## src/pwm_irq_pkg.sv

```systemverilog
// pwm event gathering and script pointer: shared constants
// assumes an 8-bit register port decoded by the serial slave logic upstream
package pwm_irq_pkg;

    // ------------------------------------------------------------------
    // register offsets
    // ------------------------------------------------------------------
    localparam logic [7:0] ADDR_RAW_STATUS    = 8'h7A;
    localparam logic [7:0] ADDR_MASKED_STATUS = 8'h7B;
    localparam logic [7:0] ADDR_EVENT_CLEAR   = 8'h7C;
    localparam logic [7:0] ADDR_WRITE_POINTER = 8'h7D;
    localparam logic [7:0] ADDR_SCRIPT_DATA   = 8'h7E;

    // ------------------------------------------------------------------
    // field layout and reset values
    // ------------------------------------------------------------------
    localparam int         NUM_TIMERS      = 3;
    localparam int         CYCLE_LSB       = 0;
    localparam int         PATTERN_LSB     = 3;
    localparam int         POINTER_WIDTH   = 7;
    localparam int         SLOTS_PER_TIMER = 32;
    localparam logic [5:0] STATUS_RESET    = 6'h00;
    localparam logic [6:0] POINTER_RESET   = 7'h00;
    localparam logic [6:0] POINTER_LIMIT   = 7'h60;

endpackage : pwm_irq_pkg

```

## src/event_flag.sv

```systemverilog
// one sticky event flag with write-one clear
// assumes event and clear pulses are synchronous to core_clk
module event_flag
(
    // clock and reset
    input  wire logic core_clk,
    input  wire logic reset,
    input  wire logic clk_en,
    // event and clear
    input  wire logic set_pulse,
    input  wire logic clear_pulse,
    input  wire logic mask_en,
    // status
    output logic      raw,
    output logic      masked
);
    typedef struct packed {
        logic flag;
    } flag_state_t;

    flag_state_t state;
    flag_state_t next_state;

    // set beats clear so a coinciding event is kept
    always_comb
    begin
        next_state = state;
        if (set_pulse)
            next_state.flag = 1'b1;
        else if (clear_pulse)
            next_state.flag = 1'b0;
    end

    always_ff @(posedge core_clk or posedge reset)
    begin
        if (reset)
            state <= '0;
        else if (clk_en)
            state <= next_state;
    end

    assign raw    = state.flag;
    assign masked = state.flag & mask_en;

    a_set_wins : assert property (@(posedge core_clk) disable iff (reset)
        clk_en && set_pulse |=> raw)
        else $error("event lost against clear");
    a_clear_works : assert property (@(posedge core_clk) disable iff (reset)
        clk_en && clear_pulse && !set_pulse |=> !raw && !masked)
        else $error("clear did not remove event");

endmodule : event_flag

```

## src/pwm_event_irq.sv

```systemverilog
// pwm event status, write-one clear and script write pointer
// assumes a byte register port from the serial slave; word_done marks the
// second byte of a script data word inside one write transaction
module pwm_event_irq
    import pwm_irq_pkg::*;
#(
    parameter int TIMERS = NUM_TIMERS
)
(
    // clock and reset
    input  wire logic                     core_clk,
    input  wire logic                     reset,
    input  wire logic                     clk_en,
    // register port
    input  wire logic [7:0]               reg_addr,
    input  wire logic [7:0]               reg_wdata,
    input  wire logic                     reg_write,
    input  wire logic                     reg_read,
    output logic      [7:0]               reg_rdata,
    // script data word completion from the slave
    input  wire logic                     word_done,
    // events from timers and pattern generators
    input  wire logic [TIMERS-1:0]        cycle_done_event,
    input  wire logic [TIMERS-1:0]        pattern_done_event,
    // mask configuration
    input  wire logic [TIMERS-1:0]        cycle_done_mask,
    input  wire logic [TIMERS-1:0]        pattern_done_mask,
    // outputs
    output logic                          irq,
    output logic [POINTER_WIDTH-1:0]      pwm_script_write_pointer,
    output logic [1:0]                    slot_timer,
    output logic                          slot_valid
);
    // the flag vector and register layout are fixed at three timers
    if (TIMERS != NUM_TIMERS)
    begin : g_bad_timers
        $error("timer count must be three for this register layout");
    end

    // ------------------------------------------------------------------
    // event flags
    // ------------------------------------------------------------------
    logic       clear_hit;
    logic [5:0] set_vec;
    logic [5:0] clear_vec;
    logic [5:0] mask_vec;
    logic [5:0] pwm_raw_event_status;
    logic [5:0] pwm_masked_event_status;

    // clear is a pure strobe, nothing of it is stored
    assign clear_hit = reg_write && (reg_addr == ADDR_EVENT_CLEAR);
    assign clear_vec = clear_hit ? reg_wdata[5:0] : 6'h00;
    assign set_vec   = {pattern_done_event, cycle_done_event};
    assign mask_vec  = {pattern_done_mask, cycle_done_mask};

    genvar g;
    generate
        for (g = 0; g < 6; g++)
        begin : g_flag
            event_flag u_flag
            (
                .core_clk    (core_clk),
                .reset       (reset),
                .clk_en      (clk_en),
                .set_pulse   (set_vec[g]),
                .clear_pulse (clear_vec[g]),
                .mask_en     (mask_vec[g]),
                .raw         (pwm_raw_event_status[g]),
                .masked      (pwm_masked_event_status[g])
            );
        end
    endgenerate

    // any masked bit reaches the request line
    assign irq = |pwm_masked_event_status;

    // ------------------------------------------------------------------
    // pointer and read data state
    // ------------------------------------------------------------------
    typedef struct packed {
        logic [POINTER_WIDTH-1:0] pointer;
        logic [7:0]               rdata;
    } core_state_t;

    core_state_t state;
    core_state_t next_state;

    always_comb
    begin
        next_state = state;
        // a pointer write wins over a word step in the same cycle
        if (reg_write && reg_addr == ADDR_WRITE_POINTER)
            next_state.pointer = reg_wdata[POINTER_WIDTH-1:0];
        else if (word_done)
            next_state.pointer = state.pointer + 7'h01;
        // read data registered; unmapped reads give zero
        if (reg_read)
        begin
            case (reg_addr)
                ADDR_RAW_STATUS:    next_state.rdata = {2'b00, pwm_raw_event_status};
                ADDR_MASKED_STATUS: next_state.rdata = {2'b00, pwm_masked_event_status};
                ADDR_WRITE_POINTER: next_state.rdata = {1'b0, state.pointer};
                default:            next_state.rdata = 8'h00;
            endcase
        end
    end

    always_ff @(posedge core_clk or posedge reset)
    begin
        if (reset)
            state <= '{pointer: POINTER_RESET, rdata: 8'h00};
        else if (clk_en)
            state <= next_state;
    end

    assign reg_rdata                = state.rdata;
    assign pwm_script_write_pointer = state.pointer;

    // slot decode; pointer values 96 and up select nothing
    always_comb
    begin
        slot_valid = state.pointer < POINTER_LIMIT;
        slot_timer = 2'(state.pointer / SLOTS_PER_TIMER);
        if (!slot_valid)
            slot_timer = 2'h3;
    end

    // ------------------------------------------------------------------
    // checks
    // ------------------------------------------------------------------
    a_irq_follows : assert property (@(posedge core_clk) disable iff (reset)
        irq == (pwm_masked_event_status != 6'h00))
        else $error("request line disagrees with masked status");
    a_mask_gates : assert property (@(posedge core_clk) disable iff (reset)
        pwm_masked_event_status == (pwm_raw_event_status & mask_vec))
        else $error("masked status not raw gated by mask");
    // read-back of the masked bits, with the mask both open and closed
    a_cyc1_raise : assert property (@(posedge core_clk) disable iff (reset)
        clk_en && reg_read && reg_addr == ADDR_MASKED_STATUS && pwm_raw_event_status[1] && cycle_done_mask[1]
        |=> reg_rdata[1])
        else $error("timer 1 cycle event missing in masked status");
    a_cyc1_masked : assert property (@(posedge core_clk) disable iff (reset)
        clk_en && reg_read && reg_addr == ADDR_MASKED_STATUS && pwm_raw_event_status[1] && !cycle_done_mask[1]
        |=> !reg_rdata[1])
        else $error("masked-off timer 1 cycle event still reported");
    a_cyc0_read : assert property (@(posedge core_clk) disable iff (reset)
        clk_en && reg_read && reg_addr == ADDR_MASKED_STATUS && pwm_raw_event_status[0] && cycle_done_mask[0]
        |=> reg_rdata[0])
        else $error("timer 0 cycle event missing in masked status");
    a_clear_zero_noop : assert property (@(posedge core_clk) disable iff (reset)
        clk_en && clear_hit && !reg_wdata[0] && pwm_raw_event_status[0] |=> pwm_raw_event_status[0])
        else $error("writing zero cleared an event");
    a_pattern_clear : assert property (@(posedge core_clk) disable iff (reset)
        clk_en && clear_hit && reg_wdata[5] && !pattern_done_event[2] |=> !pwm_raw_event_status[5])
        else $error("bit 5 did not clear timer 2 pattern event");
    a_ptr_step : assert property (@(posedge core_clk) disable iff (reset)
        clk_en && word_done && !(reg_write && reg_addr == ADDR_WRITE_POINTER)
        |=> pwm_script_write_pointer == $past(pwm_script_write_pointer) + 7'h01)
        else $error("pointer did not step after script word");
    a_ptr_hold : assert property (@(posedge core_clk) disable iff (reset)
        clk_en && !word_done && !(reg_write && reg_addr == ADDR_WRITE_POINTER)
        |=> $stable(pwm_script_write_pointer))
        else $error("pointer moved without a full word");
    a_slot_map : assert property (@(posedge core_clk) disable iff (reset)
        pwm_script_write_pointer inside {[7'd32:7'd63]} |-> slot_valid && slot_timer == 2'h1)
        else $error("pointer slot map wrong");
    a_cyc0_reset : assert property (@(posedge core_clk)
        $fell(reset) |-> pwm_masked_event_status[0] == 1'b0)
        else $error("timer 0 cycle status not zero after reset");
    // the request line must come out of reset quiet as well
    a_irq_reset : assert property (@(posedge core_clk)
        $fell(reset) |-> !irq)
        else $error("request line high after reset");

    // ------------------------------------------------------------------
    // event capture and clear checks
    // ------------------------------------------------------------------
    // a timer pulse must land in its own flag position, not a neighbour's
    a_cyc_raise : assert property (@(posedge core_clk) disable iff (reset)
        clk_en && cycle_done_event[2] |=> pwm_raw_event_status[2])
        else $error("timer 2 cycle event not captured");
    a_pat_raise : assert property (@(posedge core_clk) disable iff (reset)
        clk_en && pattern_done_event[0] |=> pwm_raw_event_status[3])
        else $error("timer 0 pattern event not captured");
    a_cyc_clear : assert property (@(posedge core_clk) disable iff (reset)
        clk_en && clear_hit && reg_wdata[1] && !cycle_done_event[1] |=> !pwm_raw_event_status[1])
        else $error("bit 1 did not clear timer 1 cycle event");
    // with no clear and no event the flags hold, so no clear state lingers
    a_clear_strobe : assert property (@(posedge core_clk) disable iff (reset)
        clk_en && !clear_hit && set_vec == 6'h00 |=> $stable(pwm_raw_event_status))
        else $error("event flags moved without event or clear");

    // ------------------------------------------------------------------
    // pointer load and read-back checks
    // ------------------------------------------------------------------
    // the pointer keeps seven bits; bit 7 of a write is dropped
    a_ptr_load : assert property (@(posedge core_clk) disable iff (reset)
        clk_en && reg_write && reg_addr == ADDR_WRITE_POINTER
        |=> {1'b0, pwm_script_write_pointer} == ($past(reg_wdata) & 8'h7F))
        else $error("pointer write did not load the low seven bits");
    a_ptr_read : assert property (@(posedge core_clk) disable iff (reset)
        clk_en && reg_read && reg_addr == ADDR_WRITE_POINTER
        |=> reg_rdata == {1'b0, $past(pwm_script_write_pointer)})
        else $error("pointer read-back wrong");

endmodule : pwm_event_irq

```

## config.mk

```make
export PLATFORM = sky130hd
export DESIGN_NAME = pwm_event_irq
export DESIGN_NICKNAME = d
export VERILOG_FILES = /design/src/pwm_irq_pkg.sv /design/src/event_flag.sv /design/src/pwm_event_irq.sv
export SDC_FILE = /design/constraint.sdc
export NUM_CORES = 1
export LEC_CHECK = 0
export BUFFER_PORTS_ARGS = -buffer_cell sky130_fd_sc_hd__buf_4
export CAP_MARGIN = 10
export CORE_MARGIN = 2
export CORE_UTILIZATION = 42
export DETAILED_ROUTE_END_ITERATION = 8
export GPL_TIMING_DRIVEN = 0
export MAX_ROUTING_LAYER = met4
export PLACE_DENSITY_LB_ADDON = 0.08
export SLEW_MARGIN = 20
export SYNTH_ARGS = -nofsm -noshare
export SYNTH_HDL_FRONTEND = slang
export SYNTH_SLANG_ARGS = --single-unit
```

## constraint.sdc

```tcl
create_clock -name core_clk -period 1.2 [get_ports core_clk]
set_input_delay 0.06 -clock core_clk [delete_from_list [all_inputs] [get_ports core_clk]]
set_output_delay 0.06 -clock core_clk [all_outputs]
set_load 0.01 [all_outputs]
```

==> summary.md, run 1 <==
| Metric | Value |
|---|---|
| Root Buffer | `clkbuf_4` |
| Synth Register Bits | `20` |
| Multi-input logic area | `684 µm²` |
| Core area | `roughly 2800 µm²` |
| Total Wirelength | `~3.5 mm` |
| Setup ws final | `-88.9 ps` |
| Max IR drop VDD | `about 1400 µV` |
| Reg-to-reg slack, setup | `-90 ps` |
| Worst Path Arrival | `1490 ps` |
| Vias in the first global route | `1,270` |
| Largest net degree at the start of global routing | `21` |
| Worst Setup Start Kind | `flip-flop` |
| DP HPWL | `between 2 and 3 mm` |
| Mean post-synth cell area | `around 9.9 µm²` |
| GPL Wtd Cong | `~0.83` |
| DRT Pass-1 Iters | `4` |
| Final period util | `107%` |
| Final setup violation count | `3` |
| Initial core utilization | `44.3%` |
| Switching Power | `0.809 mW` |
| Clk buf depth | `2` |
| Final hold vios | `0` |
| DRC Markers | `0` |
| Clk sinks | `20` |
| Leak Pwr | `0.837 nW` |
| Wire length of the first global-routing pass | `roughly 5.7 mm` |
| Diodes inserted | `0` |
| Final Skew | `about 3.3 ps` |
| Async set-reset flop share out of synthesis | `100%` |
| Synth Cell Area | `1220 µm²` |
| I/O pin cnt | `53` |
| CP Class | `reg2reg` |
| Pwr Density | `roughly 1200 nW/µm²` |
| Fill count | `about 240` |
| Register share of total power | `approximately two fifths` |
| Worst hold path type | `in2reg` |
| RSZ-0062 raised after global routing | `yes` |
| FF+latch area | `503 µm²` |
| Share of cells above drive strength 1 | `between 40 and 50%` |
| Sw Share | `between 30% and 40%` |
| Post-synthesis sequential area ratio | `between 40% and 50%` |
| Warnings, synthesis | `0` |
| Number of flops mapped to enable cells by yosys | `0` |
| Tmin final | `1290 ps` |
| Initial antenna violation count | `0` |
| Slew @ Worst Pin | `787 ps` |
| Die area | `around 3400 µm²` |
| Total power | `2.30 mW` |
| Endpoint class of the critical path | `flip-flop` |
| Clock latency on the worst-skew pair | `310 ps` |
| F_max | `776 MHz` |
| Status | `complete, but fails checks` |
| Average wire per standard cell | `between 15 and 20 µm` |
| P&R area growth vs syn | `51.1%` |
| Most common cell after layout, fill and taps aside | `buf_4` |
| Hold slack | `around 33 ps` |
| Die X | `57.9 µm` |
| Post-synth top flop | `dfrtp_1` |
| Max FO, Critical Path | `4` |
| Worst-path clk slew | `120 ps` |
| Clk pwr share | `between 10% and 20%` |
| Most frequent cells in the layout | `61 x buf_4, 18 x dfrtp_1, 17 x nand2_1, 8 x o21ai_1` |
| Post-Syn Instances | `approximately 120` |
| Largest cells by area after synthesis | `dfrtp_1 41%, mux2i_1 5.7%, nand2_1 5.2%` |
| Global Route Usage Sum | `22.8%` |
| Post-DR vias/cell | `about 5.4` |
| Nets@finish | `between 200 and 250` |
| CTS tree | `yes` |
| Post-synth top area share | `around two fifths` |
| Pint | `1.49 mW` |
| H-Tree Depth | `1` |
| Logic pwr share | `between 40% and 50%` |
| Total number of vias | `roughly 1,200` |
| Failing checks | `negative setup slack` |
| Dominant cell type by area after synthesis | `dfrtp_1` |
| Total global routing overflow | `0` |
| Syn_nets | `around 160` |
| CTS Buf Count | `3` |
| Detailed Route Iter0 Violations | `41` |
| ANT nets after route | `0` |
| Die Span Y | `around 58 µm` |
| I/O Buffers | `50` |
| Netlist cell types | `35` |
| Max_slew headroom | `~47%` |
| Std cell rows | `19` |
| CP required | `~1400 ps` |
| Max_cap viols | `0` |
| Final Max Tran Viols | `0` |
[power groups by stage]
stage	Sequential, mW	Combinational [mW]	Clock [mW]
4_1_cts	0.956	0.926	0.421
6_report	0.964	0.927	0.412
3_3_place_gp	0.973	0.810	0
3_5_place_dp	0.976	0.826	0
2_1_floorplan	0.967	0.388	0
5_1_grt	0.991	1.01	0.444
[critical path, stage by stage (launching register included)]
cell	delay, ps
dfrtp_2	450
ha_4	160
and4_4	200
and3_4	180
o21ai_4	120
a22oi_2	80
[metrics by stage]
stage	setup slack [ps]	instance area (µm²)	setup TNS, ps	std cells	utilization [%]
after CTS	-79.0	1820	-173	222	66.1
after floorplan	-159	1220	-188	123	-
final	-88.9	1850	-172	224	66.9
after detailed placement	-215	1640	-1370	204	59.4
after global placement	-205	1640	-1160	204	59.4
after global routing	-133	1850	-411	224	66.9
[worst paths after layout]
path | from | endpoint | cells past startpoint
worst max-delay path | pwm_script_write_pointer[0] | pwm_script_write_pointer[6] | 5
worst min-delay path | reg_wdata[6] | pwm_script_write_pointer[6] | 3
worst max register to register | pwm_script_write_pointer[0] | pwm_script_write_pointer[6] | 5
worst min register to register | reg_rdata[6] | reg_rdata[6] | 2
max in group asynchronous | reset | pwm_script_write_pointer[0] | 3
min in group asynchronous | reset | reg_rdata[3] | 3
[cell families (layout without fill, tap and decap cells)]
| group | count (synthesis) | count (layout) | synth area share [%] |
|---|---|---|---|
| mux | 7 | 7 | 5.74 |
| buf+inv | 14 | 84 | 5.74 |
| compound gates | 35 | 35 | 23.8 |
| flops | 20 | 20 | 41.0 |
| other cells | 1 | 1 | 0.307 |
| simple gates | 45 | 45 | 22.4 |
| fa+ha+maj | 1 | 1 | 1.02 |
[area by class of cell]
class | count | area share (%)
clock buffer | 4 | 1.97
timing repair buffer | 66 | 27.8
inverter | 7 | 1.42
tap | 31 | 2.10
multi-input combinational | 89 | 37.1
sequential | 20 | 27.3
buffer | 7 | 2.37
[cells in the mapped netlist (3+ instances only)]
library cell	number
mux2i_1	7
nand2_1	17
inv_1	7
dfrtp_1	20
a22oi_1	3
a221o_1	3
a22oi_2	5
nor2_1	3
a22o_1	6
o21ai_1	9
a32oi_1	6
[per-layer routing]
layer  vias up  routed length (µm)  global-route usage (%)
met1       577                1440                    26.1
met5         -                   0                       -
met4         0                  59                    7.97
met2        34                1830                    40.4
met3         7                 131                    3.13
li1        597                   -                       -
[timing repair]
item / CTS / global route
resized for setup: 5 / 2
buffers inserted: 7 / 2
setup endpoints to repair: 5 / 5
hold endpoints to repair: 26 / 0
hold buffers: 7 / 0
cloned: 0 / 0
pin swaps: 6 / 2
[registers in the layout, summed over array words and instances (netlist names)]
register,cells
pwm_script_write_pointer,7
g_flag.u_flag.raw,6
reg_rdata,7
No activity file was read; power rests on OpenSTA's default activity.
==> run 2, diff against run 1 <==
--- a/config.mk
+++ b/config.mk
@@ -8,7 +8,8 @@
 export BUFFER_PORTS_ARGS = -buffer_cell sky130_fd_sc_hd__buf_4
 export CAP_MARGIN = 10
 export CORE_MARGIN = 2
-export CORE_UTILIZATION = 42
+export CORE_UTILIZATION = 43
+export CTS_CLUSTER_DIAMETER = 50
 export DETAILED_ROUTE_END_ITERATION = 8
 export GPL_TIMING_DRIVEN = 0
 export MAX_ROUTING_LAYER = met4
@@ -16,4 +17,5 @@
 export SLEW_MARGIN = 20
 export SYNTH_ARGS = -nofsm -noshare
 export SYNTH_HDL_FRONTEND = slang
+export SYNTH_HIERARCHICAL = 1
 export SYNTH_SLANG_ARGS = --single-unit
==> run 2 against run 1 <==
The run still ends with negative setup slack left. Fmax fell by 9.2%. Clock skew rose by 17 ps. Register-to-register slack got worse by 40 ps. Sequential cell count did not move. Power rose by 3.5%. Utilization rose by 5.4 points. Clock power rose by 36%. Sequential power fell by 1%. Synthesized cell count rose by 16%. First-iteration DRC count rose by 4.9%. Combinational power fell by 5.9%. Critical endpoint is now irq. Largest cell class unchanged. Highest routed layer unchanged.
==> summary.md, run 2 <==
| Metric | Value |
|---|---|
| Status | `complete, but fails checks (unchanged)` |
| Failing checks | `negative setup slack (unchanged)` |
| Post-DR vias/cell | `5.48 (was 5.42)` |
| Min-delay src | `reg_wdata[3] (was reg_wdata[6])` |
| CTS tree | `yes (unchanged)` |
| Most frequent cell after synthesis | `nand2_1 (was dfrtp_1)` |
| Nets@finish | `250 (was 229)` |
| GPL Wtd Cong | `0.779 (was 0.826)` |
| Largest net degree at the start of global routing | `15 (was 21)` |
| Final Skew | `20.0 ps (was 3.27 ps)` |
| Async set-reset flop share out of synthesis | `100% (unchanged)` |
| Warnings, synthesis | `6 (was 0)` |
| I/O pin cnt | `53 (unchanged)` |
| Vias in the first global route | `1,350 (was 1,270)` |
| CP Class | `reg2out (was reg2reg)` |
| Worst Setup Start Kind | `flip-flop (unchanged)` |
| Endpoint class of the critical path | `output pin (was flip-flop)` |
| Initial antenna violation count | `0 (unchanged)` |
| CP startpoint | `g_flag[4].u_flag/raw (was pwm_script_write_pointer[0])` |
| ANT nets after route | `0 (unchanged)` |
| Clock latency on the worst-skew pair | `320 ps (was 310 ps)` |
| Tmin final | `1420 ps (was 1290 ps)` |
| Std cell rows | `19 (unchanged)` |
| Netlist cell types | `34 (was 35)` |
| Number of flops mapped to enable cells by yosys | `0 (unchanged)` |
| Hold slack | `29.4 ps (was 32.7 ps)` |
| Root Buffer | `clkbuf_4 (unchanged)` |
| Final period util | `118% (was 107%)` |
| Core area | `2780 µm² (was 2760 µm²)` |
| Total global routing overflow | `0 (unchanged)` |
| Die Span Y | `58.5 µm (was 57.9 µm)` |
| H-Tree Depth | `1 (unchanged)` |
| Post-synthesis sequential area ratio | `39.2% (was 41.0%)` |
| Average wire per standard cell | `15.4 µm (was 15.5 µm)` |
| Syn_nets | `178 (was 158)` |
| Share of cells above drive strength 1 | `44.9% (was 44.0%)` |
| Most frequent cells in the layout | `58 x buf_4, 22 x nand2_1, 16 x dfrtp_1, 10 x inv_1 (was 61 x buf_4, 18 x dfrtp_1, 17 x nand2_1, 8 x o21ai_1)` |
| Non-filler cells, final | `245 (was 224)` |
| Mean post-synth cell area | `8.92 µm² (was 9.93 µm²)` |
| Detailed Route Iter0 Violations | `43 (was 41)` |
| Clk sinks | `20 (unchanged)` |
| Worst hold path type | `in2reg (unchanged)` |
| I/O Buffers | `49 (was 50)` |
| Inst Count DP | `223 (was 204)` |
| RSZ-0062 raised after global routing | `yes (unchanged)` |
| Synth Cell Area | `1280 µm² (was 1220 µm²)` |
| Total number of vias | `1,342 (was 1,215)` |
| Worst Path Arrival | `1360 ps (was 1490 ps)` |
| Slew @ Worst Pin | `621 ps (was 787 ps)` |
| Dominant cell type by area after synthesis | `dfrtp_1 (unchanged)` |
| Max_cap viols | `0 (unchanged)` |
| Die X | `58.5 µm (was 57.9 µm)` |
| Final Max Tran Viols | `0 (unchanged)` |
| Max_slew headroom | `58.0% (was 47.5%)` |
| Synth cell count leaders | `22 x nand2_1, 20 x dfrtp_1, 12 x and2_1 (was 20 x dfrtp_1, 17 x nand2_1, 9 x o21ai_1)` |
| Wire length of the first global-routing pass | `6.01 mm (was 5.72 mm)` |
| Worst-path clk slew | `130 ps (was 120 ps)` |
| Setup ws final | `-220 ps (was -88.9 ps)` |
| Leak Pwr | `0.963 nW (was 0.837 nW)` |
| DP HPWL | `2.73 mm (was 2.53 mm)` |
| Fill count | `227 (was 238)` |
| Max FO, Critical Path | `2 (was 4)` |
| Diodes inserted | `0 (unchanged)` |
| Max IR drop VDD | `1610 µV (was 1370 µV)` |
| Synth Register Bits | `20 (unchanged)` |
| Clk buf depth | `2 (unchanged)` |
| Most common cell after layout, fill and taps aside | `buf_4 (unchanged)` |
| Pwr Density | `1180 nW/µm² (was 1250 nW/µm²)` |
| Global Route Usage Sum | `23.8% (was 22.8%)` |
| DRT Pass-1 Iters | `6 (was 4)` |
| Final hold vios | `0 (unchanged)` |
| Largest cells by area after synthesis | `dfrtp_1 39%, nand2_1 6.5%, mux2i_1 6.3% (was dfrtp_1 41%, mux2i_1 5.7%, nand2_1 5.2%)` |
| F_max | `704 MHz (was 776 MHz)` |
| P&R area growth vs syn | `57.5% (was 51.1%)` |
| Post-synth top flop | `dfrtp_1 (unchanged)` |
| Total power | `2.38 mW (was 2.30 mW)` |
| Total Wirelength | `3.77 mm (was 3.46 mm)` |
| Post-Syn Instances | `143 (was 123)` |
| Initial core utilization | `45.9% (was 44.3%)` |
| Final setup violation count | `3 (unchanged)` |
| Launch point of the worst reg-to-reg path | `pwm_script_write_pointer[1] (was pwm_script_write_pointer[0])` |
| Post-synth top area share | `39.2% (was 41.0%)` |
| CTS Buf Count | `3 (unchanged)` |
| Die area | `3420 µm² (was 3350 µm²)` |
| DRC Markers | `0 (unchanged)` |
| CP required | `1140 ps (was 1400 ps)` |
## run 2: changes by cell type after synthesis, moves of 4 or more
cell / before / now
o21ai_0: 0 / 5
nand3_1: 2 / 7
and2_1: 2 / 12
nor2_1: 3 / 7
a21oi_1: 0 / 5
o21ai_1: 9 / 0
a22oi_2: 5 / 0
nand2_1: 17 / 22
a32oi_1: 6 / 0
## run 2: per-stage QoR
| stage | setup TNS [ps] | instance area [µm²] | setup slack, ps | util, % |
|---|---|---|---|---|
| after floorplan | -239 | 1290 | -204 | - |
| after global placement | -2430 | 1700 | -262 | 61.0 |
| after detailed placement | -3390 | 1700 | -282 | 61.0 |
| after CTS | -381 | 1930 | -195 | 69.3 |
| after global routing | -771 | 2010 | -284 | 72.3 |
| final | -384 | 2010 | -220 | 72.3 |
## run 2: timing repair
action / 4_1_cts / 5_1_grt
hold buffers: 8 / 0
gates cloned: 0 / 0
endpoints found under the setup margin: 4 / 19
pin swaps: 4 / 10
gates resized for setup: 11 / 20
buffers inserted: 7 / 6
endpoints found under the hold margin: 27 / 0
## run 2: power breakdown
group	total [mW]	leakage, nW	internal, mW	switching (mW)
Sequential	0.950	0.224	0.774	0.176
Combinational	0.872	0.711	0.505	0.367
Clock	0.560	0.0279	0.338	0.222
Total	2.38	0.963	1.62	0.766
## run 2: worst paths after layout
check,to,slack [ps],depth (start not counted)
max,irq,-220,4
min,pwm_script_write_pointer[3],30,3
max reg2reg,pwm_script_write_pointer[6],-130,4
min reg2reg,reg_rdata[5],500,2
max in group asynchronous,pwm_script_write_pointer[5],440,3
min in group asynchronous,g_flag[4].u_flag/raw,160,3
## run 2: cell families after synthesis
| family | count (synthesis) | synth area share, % |
|---|---|---|
| compound gates | 33 | 19.3 |
| fa+ha+maj | 1 | 0.980 |
| buf+inv | 18 | 7.06 |
| flops | 20 | 39.2 |
| mux | 8 | 6.27 |
| other cells | 1 | 0.294 |
| simple gates | 62 | 26.9 |
## run 2: worst max-delay path, stage by stage, from the launching register on
cell	delay, ps
dfrtp_1	410
and2_4	160
nor4_4	260
nand2_1	90
buf_6	120
## run 2: final cells by class
cell class	instances	area (µm²)	area share (%)
clock inverters	1	30.0	1.49
well taps	31	38.8	1.93
clock buffers	3	22.5	1.12
repair buffers	67	534	26.6
plain buffers	8	53.8	2.68
inverters	10	37.5	1.87
multi-input cells	105	788	39.2
flip-flops and latches	20	505	25.1
## run 2: metal layers
layer  GRT usage [%]  up-vias  wire (µm)
met5               -        -          0
met4            4.98        0         32
met3            5.05        4        168
met2            41.1       42       2040
met1            28.6      644       1530
li1                -      652          -
==> run 3, diff against run 2 <==
--- a/config.mk
+++ b/config.mk
@@ -7,7 +7,6 @@
 export LEC_CHECK = 0
 export BUFFER_PORTS_ARGS = -buffer_cell sky130_fd_sc_hd__buf_4
 export CAP_MARGIN = 10
-export CORE_MARGIN = 2
 export CORE_UTILIZATION = 43
 export CTS_CLUSTER_DIAMETER = 50
 export DETAILED_ROUTE_END_ITERATION = 8
==> run 3 against run 2 <==
The flow still finishes with violations (negative setup slack). Cell count is 0.41% higher. Register-to-register slack worse by 20 ps. Global-route usage is 1.7 points higher. Wire length is 0.32% higher. Sequential share of layout area is 0.32 points higher. Final area is 1.5% lower. Sequential power is 0.5% lower. Hold slack better by 27 ps. Combinational power is 3.0% higher. Count of clock-buffer cells in the layout is 1 higher. Clock skew is 18 ps lower. Die area is 6.7% lower. Critical endpoint unchanged.
==> summary.md, run 3 (synthesis gave the netlist of run 2 again) <==
| Metric | Value |
|---|---|
| Status | `complete, but fails checks (unchanged)` |
| Failing checks | `negative setup slack (unchanged)` |
| Launch point of the worst reg-to-reg path | `pwm_script_write_pointer[1] (unchanged)` |
| Die area | `3190 µm² (was 3420 µm²)` |
| Hold slack | `56.0 ps (was 29.4 ps)` |
| Fill count | `221 (was 227)` |
| Max FO, Critical Path | `2 (unchanged)` |
| Final setup violation count | `4 (was 3)` |
| Total number of vias | `1,341 (was 1,342)` |
| Most common cell after layout, fill and taps aside | `buf_4 (unchanged)` |
| Share of cells above drive strength 1 | `43.3% (was 44.9%)` |
| Pwr Density | `1100 nW/µm² (was 1180 nW/µm²)` |
| GPL Wtd Cong | `0.852 (was 0.779)` |
| Average wire per standard cell | `15.4 µm (about the same)` |
| Root Buffer | `clkbuf_4 (unchanged)` |
| I/O pin cnt | `53 (unchanged)` |
| Total Wirelength | `3.78 mm (was 3.77 mm)` |
| Final setup TNS | `-485 ps (was -384 ps)` |
| Tmin final | `1410 ps (was 1420 ps)` |
| Worst Path Arrival | `1350 ps (was 1360 ps)` |
| Global Route Usage Sum | `25.5% (was 23.8%)` |
| Reg-to-reg slack, setup | `-150 ps (was -130 ps)` |
| DRT Pass-1 Iters | `4 (was 6)` |
| Worst Setup Start Kind | `flip-flop (unchanged)` |
| Total global routing overflow | `0 (unchanged)` |
| Initial antenna violation count | `0 (unchanged)` |
| Max_slew headroom | `60.4% (was 58.0%)` |
| FF+latch area | `504 µm² (was 505 µm²)` |
| H-Tree Depth | `1 (unchanged)` |
| Post-DR vias/cell | `5.45 (was 5.48)` |
| Most frequent cells in the layout | `58 x buf_4, 20 x nand2_1, 17 x dfrtp_1, 10 x inv_1, 9 x and2_1 (was 58 x buf_4, 22 x nand2_1, 16 x dfrtp_1, 10 x inv_1)` |
| Std cell rows | `19 (unchanged)` |
| Clk sinks | `20 (unchanged)` |
| Post-layout instance area | `1980 µm² (was 2010 µm²)` |
| CTS Buf Count | `3 (unchanged)` |
| Crit Reg-Reg Endpoint | `pwm_script_write_pointer[6] (unchanged)` |
| Die X | `56.5 µm (was 58.5 µm)` |
| Leak Pwr | `0.956 nW (was 0.963 nW)` |
| Final Max Tran Viols | `0 (unchanged)` |
| Largest net degree at the start of global routing | `15 (unchanged)` |
| P&R area growth vs syn | `55.2% (was 57.5%)` |
| Slew @ Worst Pin | `586 ps (was 621 ps)` |
| CP Class | `reg2out (unchanged)` |
| Clk buf depth | `2 (unchanged)` |
| Final period util | `118% (about the same)` |
| Clock latency on the worst-skew pair | `300 ps (was 320 ps)` |
| Final hold vios | `0 (unchanged)` |
| Reg2Reg Depth | `4 (unchanged)` |
| DP HPWL | `2.62 mm (was 2.73 mm)` |
| RSZ-0062 raised after global routing | `yes (unchanged)` |
| Max IR drop VDD | `1530 µV (was 1610 µV)` |
| WHS Path Cells | `3 (unchanged)` |
| Nets@finish | `251 (was 250)` |
| Endpoint class of the critical path | `output pin (unchanged)` |
| Core area | `2780 µm² (unchanged)` |
| CP startpoint | `g_flag[0].u_flag/raw (was g_flag[4].u_flag/raw)` |
| Diodes inserted | `0 (unchanged)` |
| CTS tree | `yes (unchanged)` |
| Wire length of the first global-routing pass | `6.20 mm (was 6.01 mm)` |
| Placed Area | `1700 µm² (unchanged)` |
| Setup ws final | `-214 ps (was -220 ps)` |
| Worst-path clk slew | `120 ps (was 130 ps)` |
| Total power | `2.18 mW (was 2.38 mW)` |
| DRC Markers | `0 (unchanged)` |
| Die Span Y | `56.5 µm (was 58.5 µm)` |
| Multi-input logic area | `774 µm² (was 788 µm²)` |
| F_max | `707 MHz (was 704 MHz)` |
| Vias in the first global route | `1,322 (was 1,350)` |
| I/O Buffers | `49 (unchanged)` |
| Max_cap viols | `0 (unchanged)` |
| Final Skew | `2.46 ps (was 20.0 ps)` |
| Initial core utilization | `45.9% (unchanged)` |
| Worst setup path endpoint | `irq (unchanged)` |
| CP required | `1140 ps (about the same)` |
| ANT nets after route | `0 (unchanged)` |
| Worst hold path type | `in2reg (unchanged)` |
| Detailed Route Iter0 Violations | `55 (was 43)` |
==> run 3: cell count changes in the layout (fill, tap and decap cells not counted), moves of 2 or more <==
cell | previous run | this run
nand2_1 | 22 | 20
o21ai_1 | 4 | 1
o21ai_0 | 1 | 4
nand2_2 | 0 | 2
==> run 3: critical path, cell delays in order, from the launching register on <==
cell     delay, ps
dfrtp_1        410
and2_4         160
nor4_4         260
nand2_1         90
buf_6          120
==> run 3: power by group <==
part / internal (mW) / switching, mW / total, mW
Combinational: 0.528 / 0.370 / 0.898
Clock: 0.129 / 0.211 / 0.340
Sequential: 0.771 / 0.174 / 0.945
==> run 3: area by class of cell <==
cell class,count,area share [%]
inverter,10,1.90
tap,31,1.96
sequential,20,25.5
clock buffer,4,1.33
timing repair buffer,68,27.5
buffer,8,2.72
multi-input combinational,105,39.1
==> run 3: worst min-delay path by stage <==
stage            startpoint                     endpoint  slack [ps]
2_1_floorplan         reset         g_flag[0].u_flag/raw        -210
3_3_place_gp          reset         g_flag[2].u_flag/raw         -60
3_5_place_dp          reset         g_flag[4].u_flag/raw         -50
4_1_cts        reg_wdata[0]  pwm_script_write_pointer[0]          60
5_1_grt        reg_wdata[0]  pwm_script_write_pointer[0]          90
6_report       reg_wdata[3]  pwm_script_write_pointer[3]          60
==> run 3: per-stage QoR <==
step / cells / util [%] / setup slack (ps)
floorplan: 143 / - / -204
global placement: 223 / 61.0 / -276
detailed placement: 223 / 61.0 / -326
CTS: 242 / 68.4 / -162
global route: 246 / 71.2 / -322
finish: 246 / 71.2 / -214
==> run 3: repair_timing <==
action / 4_1_cts / 5_1_grt
hold endpoints to repair: 27 / 0
gates resized for setup: 10 / 15
pin swaps: 4 / 7
endpoints found under the setup margin: 6 / 14
hold buffers: 8 / 0
setup buffers: 7 / 4
==> run 3: layer usage <==
layer	vias to the layer above	wire [µm]	GRT usage [%]
met5	-	0	-
met4	0	42	6.27
met3	6	185	3.92
met2	47	1980	44.2
met1	635	1580	31.1
li1	653	-	-
